`src/rtl/adc_ser_pkg.sv`:
```
// Purpose: shared constants and types of the result serializer
// Assumes: system clock of 10 MHz feeding every register
// Notes:   code constants are 22-bit polarity+result fields
package adc_ser_pkg;

	// system clock
	localparam int CLK_HZ         = 10_000_000;

	// word layout
	localparam int WORD_BITS      = 24;
	localparam int RESULT_BITS    = 21;
	localparam int CODE_BITS      = 22;
	localparam int BIT_PENDING    = 23;
	localparam int BIT_FILLER     = 22;
	localparam int CNT_BITS       = 5;
	localparam logic [CNT_BITS-1:0] LAST_FALL = CNT_BITS'(WORD_BITS - 1);

	// offset-binary codes: zero, clamp above +FS, clamp below -FS
	localparam logic [CODE_BITS-1:0] CODE_ZERO  = 22'h200000;
	localparam logic [CODE_BITS-1:0] CODE_OVER  = 22'h300000;
	localparam logic [CODE_BITS-1:0] CODE_UNDER = 22'h0FFFFF;
	localparam logic                 FILLER_LVL = 1'b0;

	// conversion clock
	localparam int REJ_DECIM      = 2560;
	localparam int REJ_50_HZ      = 50;
	localparam int REJ_60_HZ      = 60;
	localparam int OSC_DIV_50     = CLK_HZ / (REJ_DECIM * REJ_50_HZ);
	localparam int OSC_DIV_60     = CLK_HZ / (REJ_DECIM * REJ_60_HZ);
	localparam int OSC_BITS       = 8;
	localparam int CONV_TICKS_DEF = 20510;
	localparam int CONV_BITS      = 16;

	// serial clock made from the conversion clock
	localparam int SCK_DIV        = 8;
	localparam int SCK_HALF       = SCK_DIV / 2;
	localparam int HALF_BITS      = 3;

	// external clock detection
	localparam int EXT_MIN_HZ     = 5000;
	localparam int EXT_ABSENT_CYC = CLK_HZ / EXT_MIN_HZ;
	localparam int ABS_BITS       = 12;

	// buffering
	localparam int FIFO_DEPTH     = 16;

	typedef enum logic [1:0] {
		ST_CONVERT = 2'b00,
		ST_SLEEP   = 2'b01,
		ST_OUTPUT  = 2'b10
	} conv_state_t;

endpackage : adc_ser_pkg

```
`src/rtl/bit_sync.sv`:
```
// Purpose: two-flop synchroniser for asynchronous pins
// Assumes: inputs are quasi-static compared with clk
// Notes:   first stage feeds only the second stage
module bit_sync #(
	parameter int WIDTH = 1
) (
	// clock and reset
	input  wire logic             clk,
	input  wire logic             rst,
	// pins and synchronised copy
	input  wire logic [WIDTH-1:0] async_in,
	input  wire logic [WIDTH-1:0] reset_val,
	output logic      [WIDTH-1:0] sync_out
);

	logic [WIDTH-1:0] stage;

	// first stage runs through reset, so the pin level is known early
	always_ff @(posedge clk) begin
		stage <= async_in;
	end

	// idle level at reset, so no false edge follows release
	always_ff @(posedge clk) begin
		if (rst)
			sync_out <= reset_val;
		else
			sync_out <= stage;
	end

endmodule : bit_sync

```
`src/rtl/result_fifo.sv`:
```
// Purpose: result buffer between filter and serializer
// Assumes: single clock, registered flags
// Notes:   in_ready and out_valid come straight from flops
module result_fifo #(
	parameter int WIDTH = 23,
	parameter int DEPTH = 16
) (
	// clock and reset
	input  wire logic             clk,
	input  wire logic             rst,
	// filling side
	input  wire logic [WIDTH-1:0] in_data,
	input  wire logic             in_valid,
	output logic                  in_ready,
	// draining side
	output logic      [WIDTH-1:0] out_data,
	output logic                  out_valid,
	input  wire logic             out_ready
);

	localparam int AW = $clog2(DEPTH);

	logic [WIDTH-1:0] mem [DEPTH];
	logic [AW-1:0]    wr_idx;
	logic [AW-1:0]    rd_idx;
	logic [AW:0]      count;
	logic [AW:0]      next_count;
	logic             push;
	logic             pop;

	assign push     = in_valid && in_ready;
	assign pop      = out_valid && out_ready;
	assign out_data = mem[rd_idx];

	always_comb begin
		next_count = count;
		if (push && !pop)
			next_count = count + 1'b1;
		else if (pop && !push)
			next_count = count - 1'b1;
	end

	always_ff @(posedge clk) begin
		if (push)
			mem[wr_idx] <= in_data;
	end

	always_ff @(posedge clk) begin
		if (rst) begin
			wr_idx    <= '0;
			rd_idx    <= '0;
			count     <= '0;
			in_ready  <= 1'b1;
			out_valid <= 1'b0;
		end else begin
			if (push)
				wr_idx <= (wr_idx == AW'(DEPTH - 1)) ? '0 : wr_idx + 1'b1;
			if (pop)
				rd_idx <= (rd_idx == AW'(DEPTH - 1)) ? '0 : rd_idx + 1'b1;
			count     <= next_count;
			in_ready  <= (next_count != (AW+1)'(DEPTH));
			out_valid <= (next_count != '0);
		end
	end

endmodule : result_fifo

```
`src/rtl/adc_result_serializer.sv`:
```
// Purpose: result word formatting, serial shift-out, clock selection
// Assumes: pins are asynchronous to clk; filter hands over results
// Notes:   modulator and filter arithmetic live outside this block

// How it works
// every transfer carries a 24-bit word
// three status bits lead, then 21 result bits MSB first
// bit 23 is high while converting, low once done
// pending flag shows on the data pin whenever chip select is low
// bit 22 is a filler, always low
// polarity bit high for positive or zero input, low for negative
// polarity and MSB both high means over, both low means under
// bits 20 to 0 hold the result, bit 0 least significant
// chip select high: data pin released, clock edges ignored
// host lowers chip select first; may use the falling flag as IRQ
// bit 23 valid at first rise; bit 22 goes out on first fall
// bit 0 goes out on fall 23, host latches it on rise 24
// fall 24 drives the data line high, new conversion begins
// offset binary: zero is 1 then zeros, minus one LSB 0 then ones
// out-of-range inputs clamp to plus FS+1LSB or minus FS-1LSB
// select pin low picks 60 Hz, high picks 50 Hz rejection
// select changes take effect at the next conversion start
// clock on the select pin is detected, internal oscillator stops
// external rejection frequency is the clock divided by 2560
// lost external clock restarts oscillator, sparing other states
// source change in internal serial clock mode keeps data correct
// output ends after 24 bits or chip select high; then convert
// chip select fall and power-up pick serial clock mode from pin
// internal serial clock is the conversion clock divided by 8
// external clock declared absent after a fixed idle count
// pins are synchronised before any edge detection
module adc_result_serializer
	import adc_ser_pkg::*;
#(
	parameter int CONV_TICKS     = CONV_TICKS_DEF,
	parameter int EXT_ABSENT     = EXT_ABSENT_CYC,
	parameter int FIFO_WORDS     = FIFO_DEPTH
) (
	// clock and reset
	input  wire logic                   clk,
	input  wire logic                   rst,
	// results from the filter
	input  wire logic [RESULT_BITS-1:0] res_value,
	input  wire logic                   res_over,
	input  wire logic                   res_under,
	input  wire logic                   res_valid,
	output logic                        res_ready,
	// serial link pins
	input  wire logic                   cs_n,
	input  wire logic                   sck_in,
	output logic                        sck_out,
	output logic                        sck_oe_n,
	output logic                        sdo_out,
	output logic                        sdo_oe_n,
	// frequency select pin
	input  wire logic                   rejection_select_pin,
	// status toward the filter
	output logic                        conv_tick,
	output logic                        ext_clock_active,
	output logic                        reject_50hz,
	output logic                        conv_pending
);

	localparam int FW = RESULT_BITS + 2;

	// synchronised pins
	logic              cs_s;
	logic              sck_s;
	logic              f0_s;
	logic              cs_prev;
	logic              sck_prev;
	logic              f0_prev;
	logic              cs_fall;
	logic              cs_rise;
	logic              f0_rise;

	// clocking
	logic [OSC_BITS-1:0] osc_cnt;
	logic [OSC_BITS-1:0] osc_top;
	logic                osc_tick;
	logic                tick;
	logic [ABS_BITS-1:0] abs_cnt;

	// serial clock
	logic                 boot;
	logic                 boot_wait;
	logic                 int_mode;
	logic                 int_run;
	logic [HALF_BITS-1:0] half_cnt;
	logic                 int_rise;
	logic                 int_fall;
	logic                 rise_ev;
	logic                 fall_ev;

	// state and data
	conv_state_t           state;
	logic [CONV_BITS-1:0]  conv_cnt;
	logic                  conv_done;
	logic [WORD_BITS-1:0]  shreg;
	logic [CNT_BITS-1:0]   fall_cnt;
	logic                  sel50;
	logic [FW-1:0]         fifo_out;
	logic                  fifo_valid;
	logic                  fifo_pop;
	logic [CODE_BITS-1:0]  code;

	// pins synchronised first
	bit_sync #(
		.WIDTH (3)
	) u_pin_sync (
		.clk       (clk),
		.rst       (rst),
		.async_in  ({cs_n, sck_in, rejection_select_pin}),
		// select and clock idle high, select pin idle low
		// a high select pin only restarts the absence timer once
		.reset_val (3'h6),
		.sync_out  ({cs_s, sck_s, f0_s})
	);

	// buffer lets the filter run ahead of a slow host
	result_fifo #(
		.WIDTH (FW),
		.DEPTH (FIFO_WORDS)
	) u_fifo (
		.clk       (clk),
		.rst       (rst),
		.in_data   ({res_over, res_under, res_value}),
		.in_valid  (res_valid),
		.in_ready  (res_ready),
		.out_data  (fifo_out),
		.out_valid (fifo_valid),
		.out_ready (fifo_pop)
	);

	always_ff @(posedge clk) begin
		if (rst) begin
			cs_prev  <= 1'b1;
			sck_prev <= 1'b1;
			f0_prev  <= 1'b0;
		end else begin
			cs_prev  <= cs_s;
			sck_prev <= sck_s;
			f0_prev  <= f0_s;
		end
	end

	assign cs_fall = cs_prev && !cs_s;
	assign cs_rise = !cs_prev && cs_s;
	assign f0_rise = f0_s && !f0_prev;

	// absence timer, one edge alone is a level change
	// second edge inside the window means a clock
	always_ff @(posedge clk) begin
		if (rst) begin
			abs_cnt          <= ABS_BITS'(EXT_ABSENT);
			ext_clock_active <= 1'b0;
		end else if (f0_rise) begin
			if (abs_cnt < ABS_BITS'(EXT_ABSENT))
				ext_clock_active <= 1'b1;
			abs_cnt <= '0;
		end else if (abs_cnt < ABS_BITS'(EXT_ABSENT)) begin
			abs_cnt <= abs_cnt + 1'b1;
		end else begin
			// clock gone, oscillator back
			ext_clock_active <= 1'b0;
		end
	end

	// low pin gives 60 Hz, high gives 50 Hz
	assign osc_top = sel50 ? OSC_BITS'(OSC_DIV_50 - 1)
	                       : OSC_BITS'(OSC_DIV_60 - 1);
	assign osc_tick = (osc_cnt >= osc_top);

	// oscillator held still while the pin clocks the converter
	always_ff @(posedge clk) begin
		if (rst || ext_clock_active || osc_tick)
			osc_cnt <= '0;
		else
			osc_cnt <= osc_cnt + 1'b1;
	end

	// filter decimates the external clock by the fixed ratio
	assign tick = ext_clock_active ? f0_rise : osc_tick;

	always_ff @(posedge clk) begin
		if (rst) begin
			conv_tick   <= 1'b0;
			reject_50hz <= 1'b0;
		end else begin
			conv_tick   <= tick;
			reject_50hz <= sel50;
		end
	end

	// mode taken right after reset and at each select fall
	// boot lasts two cycles: the first still sees the reset level
	// of the synchroniser, the second sees the real pin
	always_ff @(posedge clk) begin
		if (rst) begin
			boot_wait <= 1'b1;
			boot      <= 1'b1;
			int_mode  <= 1'b1;
		end else begin
			boot_wait <= 1'b0;
			boot      <= boot_wait;
			if (boot || cs_fall)
				int_mode <= sck_s;
		end
	end

	// driving starts only after the pin level was taken
	assign int_run = int_mode && !cs_s && !cs_fall && !boot
	                 && (state != ST_CONVERT);

	// half period of four conversion ticks
	// a source change only stretches a half period
	always_ff @(posedge clk) begin
		if (rst || !int_run) begin
			half_cnt <= '0;
			sck_out  <= 1'b0;
			int_rise <= 1'b0;
			int_fall <= 1'b0;
		end else begin
			int_rise <= 1'b0;
			int_fall <= 1'b0;
			if (tick) begin
				if (half_cnt == HALF_BITS'(SCK_HALF - 1)) begin
					half_cnt <= '0;
					sck_out  <= !sck_out;
					int_rise <= !sck_out;
					int_fall <= sck_out;
				end else begin
					half_cnt <= half_cnt + 1'b1;
				end
			end
		end
	end

	always_ff @(posedge clk) begin
		if (rst)
			sck_oe_n <= 1'b1;
		else
			sck_oe_n <= !int_run;
	end

	// edges count only while chip select is low
	assign rise_ev = !cs_s && (int_mode ? int_rise : (sck_s && !sck_prev));
	assign fall_ev = !cs_s && (int_mode ? int_fall : (!sck_s && sck_prev));

	// offset binary by adding half scale
	// range clamps
	// clamps leave polarity and MSB equal
	always_comb begin
		if (fifo_out[FW-1])
			code = CODE_OVER;
		else if (fifo_out[FW-2])
			code = CODE_UNDER;
		else
			code = CODE_BITS'({fifo_out[RESULT_BITS-1],
			                   fifo_out[RESULT_BITS-1:0]}) + CODE_ZERO;
	end

	// late result keeps the flag high rather than sending stale data
	assign conv_done = (conv_cnt >= CONV_BITS'(CONV_TICKS));
	assign fifo_pop  = (state == ST_CONVERT) && conv_done;

	always_ff @(posedge clk) begin
		if (rst) begin
			state    <= ST_CONVERT;
			conv_cnt <= '0;
			sel50    <= 1'b0;
			shreg    <= '0;
			fall_cnt <= '0;
		end else begin
			unique case (state)
				ST_CONVERT: begin
					if (tick && !conv_done)
						conv_cnt <= conv_cnt + 1'b1;
					// result waits in the buffer if late
					if (conv_done && fifo_valid) begin

						shreg <= {1'b0, FILLER_LVL, code};
						state <= ST_SLEEP;
					end
				end
				ST_SLEEP: begin
					// first rise opens the transfer
					fall_cnt <= '0;
					if (rise_ev)
						state <= ST_OUTPUT;
				end
				ST_OUTPUT: begin
					if (cs_rise) begin
						// aborted transfer restarts conversion
						state    <= ST_CONVERT;
						conv_cnt <= '0;
						sel50    <= f0_s;
					end else if (fall_ev) begin
						fall_cnt <= fall_cnt + 1'b1;
						if (fall_cnt == LAST_FALL) begin
							// twenty-fourth fall starts converting
							state    <= ST_CONVERT;
							conv_cnt <= '0;
							// selection latched per conversion
							sel50    <= f0_s;
						end else begin
							// one bit per fall
							shreg <= {shreg[WORD_BITS-2:0], 1'b0};
						end
					end
				end
				default: begin
					state <= ST_CONVERT;
				end
			endcase
		end
	end

	// pending high in conversion, word msb otherwise
	always_ff @(posedge clk) begin
		if (rst) begin
			sdo_out      <= 1'b1;
			sdo_oe_n     <= 1'b1;
			conv_pending <= 1'b1;
		end else begin
			sdo_out      <= (state == ST_CONVERT) ? 1'b1
			                                      : shreg[BIT_PENDING];
			// released while chip select high
			sdo_oe_n     <= cs_s;
			conv_pending <= (state == ST_CONVERT);
		end
	end

endmodule : adc_result_serializer

```
`config.mk`:
```
export PLATFORM = sky130hd
export DESIGN_NAME = adc_result_serializer
export DESIGN_NICKNAME = d
export VERILOG_FILES = /design/src/rtl/adc_ser_pkg.sv /design/src/rtl/bit_sync.sv /design/src/rtl/result_fifo.sv /design/src/rtl/adc_result_serializer.sv
export SDC_FILE = /design/constraint.sdc
export NUM_CORES = 1
export LEC_CHECK = 0
export BUFFER_PORTS_ARGS = -buffer_cell sky130_fd_sc_hd__buf_2
export CAP_MARGIN = 20
export CORE_ASPECT_RATIO = 1.2
export CORE_MARGIN = 1.5
export CORE_UTILIZATION = 30
export DETAILED_ROUTE_END_ITERATION = 10
export HOLD_SLACK_MARGIN = 0.06
export PLACE_DENSITY_LB_ADDON = 0.2
export SYNTH_ARGS = -nofsm -noshare
export SYNTH_HDL_FRONTEND = slang
export SYNTH_SLANG_ARGS = --single-unit
```
`constraint.sdc`:
```
create_clock -name clk -period 2.55 [get_ports clk]
set_input_delay 0.51 -clock clk [delete_from_list [all_inputs] [get_ports clk]]
set_output_delay 0.51 -clock clk [all_outputs]
set_load 0.01 [all_outputs]
```
# Yosys cells after proc, flatten, opt, wreduce, memory -nomap -nowiden
# Memory sizes are Yosys's and may differ from the RTL's. A register that Yosys moved wholly into a read port is not among the register bits.
# Index checks and enable logic that the tools add are counted.
[totals]
reg_bits = 107
ram_bits = 368
input_bits = 29
out_inout_bits = 9
word_cells = 159
n_memories = 1
[op_classes]
add_sub_neg = 10
order_cmp = 3
eq_ne = 17
mux = 43
n_bitwise = 2
reduce_logical = 52
[memory_table]
columns = ["name", "depth", "width", "read_ports", "rd_ports_with_merged_regs", "write_ports", "line", "source"]
rows = [
  ["u_fifo.mem", 16, 23, 1, 1, 1, "result_fifo.sv:23", "logic [WIDTH-1:0] mem [DEPTH];"],
]
[op_table]
columns = ["operator", "count"]
rows = [
  ["24-bit 2-to-1 mux", 4],
  ["16-bit 2-to-1 mux", 4],
  ["24-bit one-hot mux with 2 select lines", 1],
  ["22-bit 2-to-1 mux", 2],
  ["16-bit one-hot mux with 2 select lines", 1],
  ["22-bit adder (second input constant)", 1],
  ["11-bit 2-to-1 mux", 2],
  ["4-bit 2-to-1 mux", 5],
  ["5-bit 2-to-1 mux", 4],
  ["1-bit logical AND", 18],
  ["16-bit by 1-bit adder with 16-bit output (second input constant)", 1],
  ["16-bit by 15-bit >= comparator with 1-bit output (second input constant)", 1],
  ["2-bit != test (second input constant)", 7],
  ["12-bit by 1-bit adder with 12-bit output (second input constant)", 1],
  ["1-bit logical NOT", 12],
  ["12-bit by 11-bit < comparator with 1-bit output (second input constant)", 1],
  ["1-bit 2-to-1 mux", 12],
  ["2-bit nonzero test", 6],
  ["5-bit by 1-bit adder with 5-bit output (second input constant)", 2],
  ["2-bit 2-to-1 mux", 5],
  ["5-bit one-hot mux with 2 select lines", 1],
  ["4-bit by 1-bit adder with 4-bit output (second input constant)", 2],
  ["8-bit by 1-bit adder with 8-bit output (second input constant)", 1],
  ["4-bit equality test (second input constant)", 2],
  ["22 further kinds", 31],
]

# Logic depth before layout (Yosys ltp)
[depth]
ltp_word = 9
ltp_mapped = 10
depth_no_buf = 9

# By module
# From an unflattened synthesis, not the netlist that was laid out.
[hier_totals]
hier_cells = 1142
area_unflattened_um2 = 19160.9
[by_module_without_submodules]
columns = ["mod", "n_inst", "cells_per_inst", "area_per_inst_um2", "seq_area_each_um2"]
rows = [
  ["result_fifo", 1, 624, 14754.2, 11431.0],
  ["adc_result_serializer", 1, 509, 4252.8, 1721.7],
  ["bit_sync", 1, 9, 153.9, 120.1],
]

# Worst setup path before layout
# No wires, ideal clock.
[synth_timing]
path_type = "reg2reg"
startpoint = "register (tool-made name)"
endpoint = "register shreg[0]"
setup_time_ps = 132
t_arrival_ps = 2474
required_ps = 2418
slack_ps = -56
stages_incl_launch_ff = 8
path_buffers = 3
period_less_slack_ps = 2606
path_cell_list = "dfxtp_1 buf_2 clkbuf_1 buf_2 mux4_2 mux4_2 o211ai_1 a21oi_1"
[synth_lines]
columns = ["element", "line", "source"]
rows = [
  ["end signal, assigned", "adc_result_serializer.sv:282", "shreg <= {1'b0, FILLER_LVL, code};"],
  ["end signal, assigned", "adc_result_serializer.sv:308", "shreg <= {shreg[WORD_BITS-2:0], 1'b0};"],
  ["end, declared", "adc_result_serializer.sv:99", "logic [WORD_BITS-1:0] shreg;"],
]

# Worst setup path in the final report
[layout_timing]
startpoint = "register conv_cnt[9]"
endpoint = "register conv_cnt[10]"
[layout_between]
elab_chain_len = 5
word_cells_on_any_way = 8
cone_classes = "add/sub: 1; order compare: 1; eq/ne: 1; mux: 2; reduce/logical: 3"
[layout_rtl]
columns = ["element", "line", "source"]
rows = [
  ["start, declared", "adc_result_serializer.sv:97", "logic [CONV_BITS-1:0] conv_cnt;"],
  ["start signal, assigned", "adc_result_serializer.sv:278", "conv_cnt <= conv_cnt + 1'b1;"],
  ["16-bit by 15-bit >= comparator with 1-bit output", "adc_result_serializer.sv:264", "assign conv_done = (conv_cnt >= CONV_BITS'(CONV_TICKS));"],
  ["1-bit logical NOT", "adc_result_serializer.sv:277", "if (tick && !conv_done)"],
  ["1-bit logical AND", "adc_result_serializer.sv:277", ""],
  ["2-bit != test (no line)", "n/a", ""],
  ["4-bit AND reduction (no line)", "n/a", ""],
]
# Several ways; a longest one is shown, not always the timed one. The select of a mux whose other input is x is not followed.
# A chain may end at the register's enable or synchronous reset.

==> reports/qor.csv <==
stage,metric,value,unit
status,outcome,"finished, final reports clean",
synth,post-synth top area share,59.0,%
routing,drt wl/cell,21.4,µm
synth,Ys Warns,0,
routing,DRC,0,
synth,Syn Nets,1145,
critical_path,Critical Path Source,conv_cnt[9]$_SDFFE_PP0P_,
critical_path,Crit path arrival time,2880,ps
flow_run,Max-Cap Viols,0,
cells_and_area,Diodes inserted,0,
sta,final hold violations,0,
place,Placement Setup Slack,84.7,ps
min_path,Hold Crit Start,res_value[9],
pwr,clock share of power,42.3,%
clocking,clk sinks,479,
cells_and_area,area grow syn2layout,18.2,%
critical_path,Critical Path Source Type,register,
sta,Setup Total Neg Slack,0,ps
pwr,Switch Pwr,3680,µW
synth,register area share after synthesis,70.9,%
die,Die Y,277,µm
pwr,Net Sw Frac,22.4,%
sta,Final Cycle Share,95.5,%
cells_and_area,nets,1249,
clocking,total CTS buffers,51,
sta,Final WS setup,114,ps
place,Buffers on Ports,37,
pwr,VDD IR-drop max,0.509,mV
critical_path,WS Path Type,reg2reg,
grt,antenna violations before repair,3,
grt,total grt overflow,0,
cells_and_area,final std cells w/o fill,2061,
min_path,Hold/Removal Path Class,in2reg,
routing,via count,9972,
sta,unrepaired setup endpoints after global routing,true,
clocking,H-tree depth,2,
routing,via density per instance,4.84,
synth,synthesized cell area,18700,µm²
sta,min cycle time layout,2440,ps
cells_and_area,Layout Utilization,35.7,%
clocking,Clock Path Buffers,3,
die,Starting Density,30.2,%
critical_path,"reg-to-reg slack, setup",110,ps
critical_path,worst r2r src,conv_cnt[9]$_SDFFE_PP0P_,
synth,prevailing post-synth register cell,edfxtp_1,
die,Ports,38,
grt,vias in the first global route,10100,
pwr,Power Internal,12700,µW
routing,Pre-Repair DR Iteration Count,5,
place,Placement Cell Area,20500,µm²
sta,Worst-Margin Slew,620,ps
clocking,clock-pin slew on the worst setup and hold paths,60,ps
routing,post-route ant nets,0,
synth,Yosys cell types,55,
clocking,Root Buffer,clkbuf_16,
die,core area,61900,µm²
grt,first-pass GRT wire length,65000,µm
cells_and_area,share of layout cells above drive strength 1,26.1,%
place,Final Wtd Congestion,0.748,
routing,1st-iter DRT viols,635,
pwr,Leak,0.00698,µW
clocking,CTS tree,yes,
synth,cells after synthesis,1099,
routing,total wire length,44000,µm
die,num rows,100,
synth,most frequent cell after synthesis,edfxtp_1,
synth,Commonest cells post-synth,"edfxtp_1, mux4_2, dfxtp_1",
pwr,Comb pwr share,4.8,%
grt,pin count of the biggest net entering global routing,57,
synth,"area leader, netlist",edfxtp_1,
critical_path,Max Fanout on Critical Path,19,
sta,Final Max Tran Viols,0,
synth,Syn Area/Cell,17.0,µm²
sta,fmax,411,MHz
grt,Total GRT Usage,13.7,%
place,dpl hpwl,25700,µm
critical_path,CP Capture Type,register,
sta,Clock Skews,28.1,ps
sta,relative slew slack,58.6,%
pwr,Cell Pwr Density,741,nW/µm²
synth,register bit total from synthesis,479,
clocking,clk_lat worst skew,610,ps
synth,share of synthesized flip-flops with an asynchronous set or reset,0,%
pwr,Seq pwr share,52.9,%
synth,Post-synth EDFFs,368,
sta,Setup Viol. Count Final,0,
die,die width,231,µm
critical_path,CP required,2990,ps
cells_and_area,final instance area,22100,µm²
die,Die Area,63900,µm²
synth,"top cells by area, synth","edfxtp_1, mux4_2, dfxtp_1",
place,# placed instances,1959,
[metal layers]
metal  wire, µm  vias to the layer above  GRT usage (%)
met5         21                        -              0
met4       1070                        4           3.59
met2      22200                      171           23.5
li1           -                     4547              -
met3       1780                       68           2.79
met1      18900                     5182           17.5
[registers in the layout, indices dropped and copies added, names as in the netlist, 4 cells and up, named ones only]
signal / cells
u_fifo.mem: 368
shreg: 24
conv_cnt: 16
abs_cnt: 12
osc_cnt: 8
fall_cnt: 5
u_fifo.count: 5
u_fifo.rd_idx: 4
u_fifo.wr_idx: 4
[power groups by stage]
| stage | sequential, µW | clock (µW) | combinational [µW] |
|---|---|---|---|
| finish | 8670 | 6920 | 794 |
| global route | 8690 | 7410 | 882 |
| CTS | 8670 | 7150 | 797 |
| detailed placement | 8840 | 0 | 786 |
| global placement | 8830 | 0 | 777 |
| floorplan | 8810 | 0 | 485 |
[repair_timing]
action | CTS | global route
hold endpoints to repair | 3 | 0
buffers inserted | 0 | 2
resized for setup | 0 | 4
endpoints found under the setup margin | 0 | 23
hold buffers | 3 | 0
[cells in the final DEF, fill, tap and decap left out, types with 4 or more instances in the layout]
cell and count:
edfxtp_1 368, mux4_2 116, dfxtp_1 107, nand2_1 82, a21oi_1 52, clkbuf_16 52
o21ai_0 48, nor2_1 43, buf_2 37, buf_4 34, buf_12 24, clkinv_2 18
inv_1 17, nand3_1 17, ha_1 17, xor2_1 13, clkinv_1 13, nand4_1 12
and3_1 12, and2_2 12, nor3_1 11, xnor2_1 10, or3_1 9, nand2b_1 8
mux2i_1 8, nor2b_1 8, or2_2 8, or4_1 8, clkbuf_1 7, a211oi_1 6
o31ai_1 6, o21a_1 5, o21ai_1 4, and3_2 4
[cells by family (layout without fill, tap and decap cells)]
family / count (synthesis) / in the layout / synth area share [%]
adders and majority gates: 19 / 19 / 1.24
AOI/OAI and AO/OA: 141 / 141 / 4.40
xor gates and xnor gates: 23 / 23 / 1.08
DFF: 479 / 479 / 70.9
and+or+nand+nor: 246 / 246 / 6.52
buffers and inverters: 66 / 210 / 1.52
muxes: 124 / 126 / 14.3
other: 1 / 1 / 0.0200
[per-stage QoR]
step | hold WS (ps) | total power (µW)
4_1_cts | 238 | 16600
5_1_grt | 261 | 17000
2_1_floorplan | 389 | 9290
3_3_place_gp | 398 | 9600
6_report | 279 | 16400
3_5_place_dp | 396 | 9620
[worst paths after layout]
kind | endpoint | cells after the start
min | u_fifo.mem[15][9]$_DFFE_PP_ | 1
max reg2reg | conv_cnt[10]$_SDFFE_PP0P_ | 7
max | conv_cnt[10]$_SDFFE_PP0P_ | 7
min reg2reg | boot$_SDFF_PP1_ | 1
[cell type report]
type                            count  area [µm²]
Clock buffer                       59        1330
Multi-Input combinational cell    556        5250
Tap cell                          816        1020
Clock inverter                     36         234
Inverter                           17        63.8
Sequential cell                   479       13300
Fill cell                        5824       39800
Timing Repair Buffer               98         951
[critical path: stages, from the launching register on]
cell and delay (ps):
dfxtp_1 330, or4_4 530, a2111o_1 390, o2111a_2 210, and2_4 180, a21boi_4 390, or3_1 190, a21oi_1 70
(Power assumes the default switching activity.)
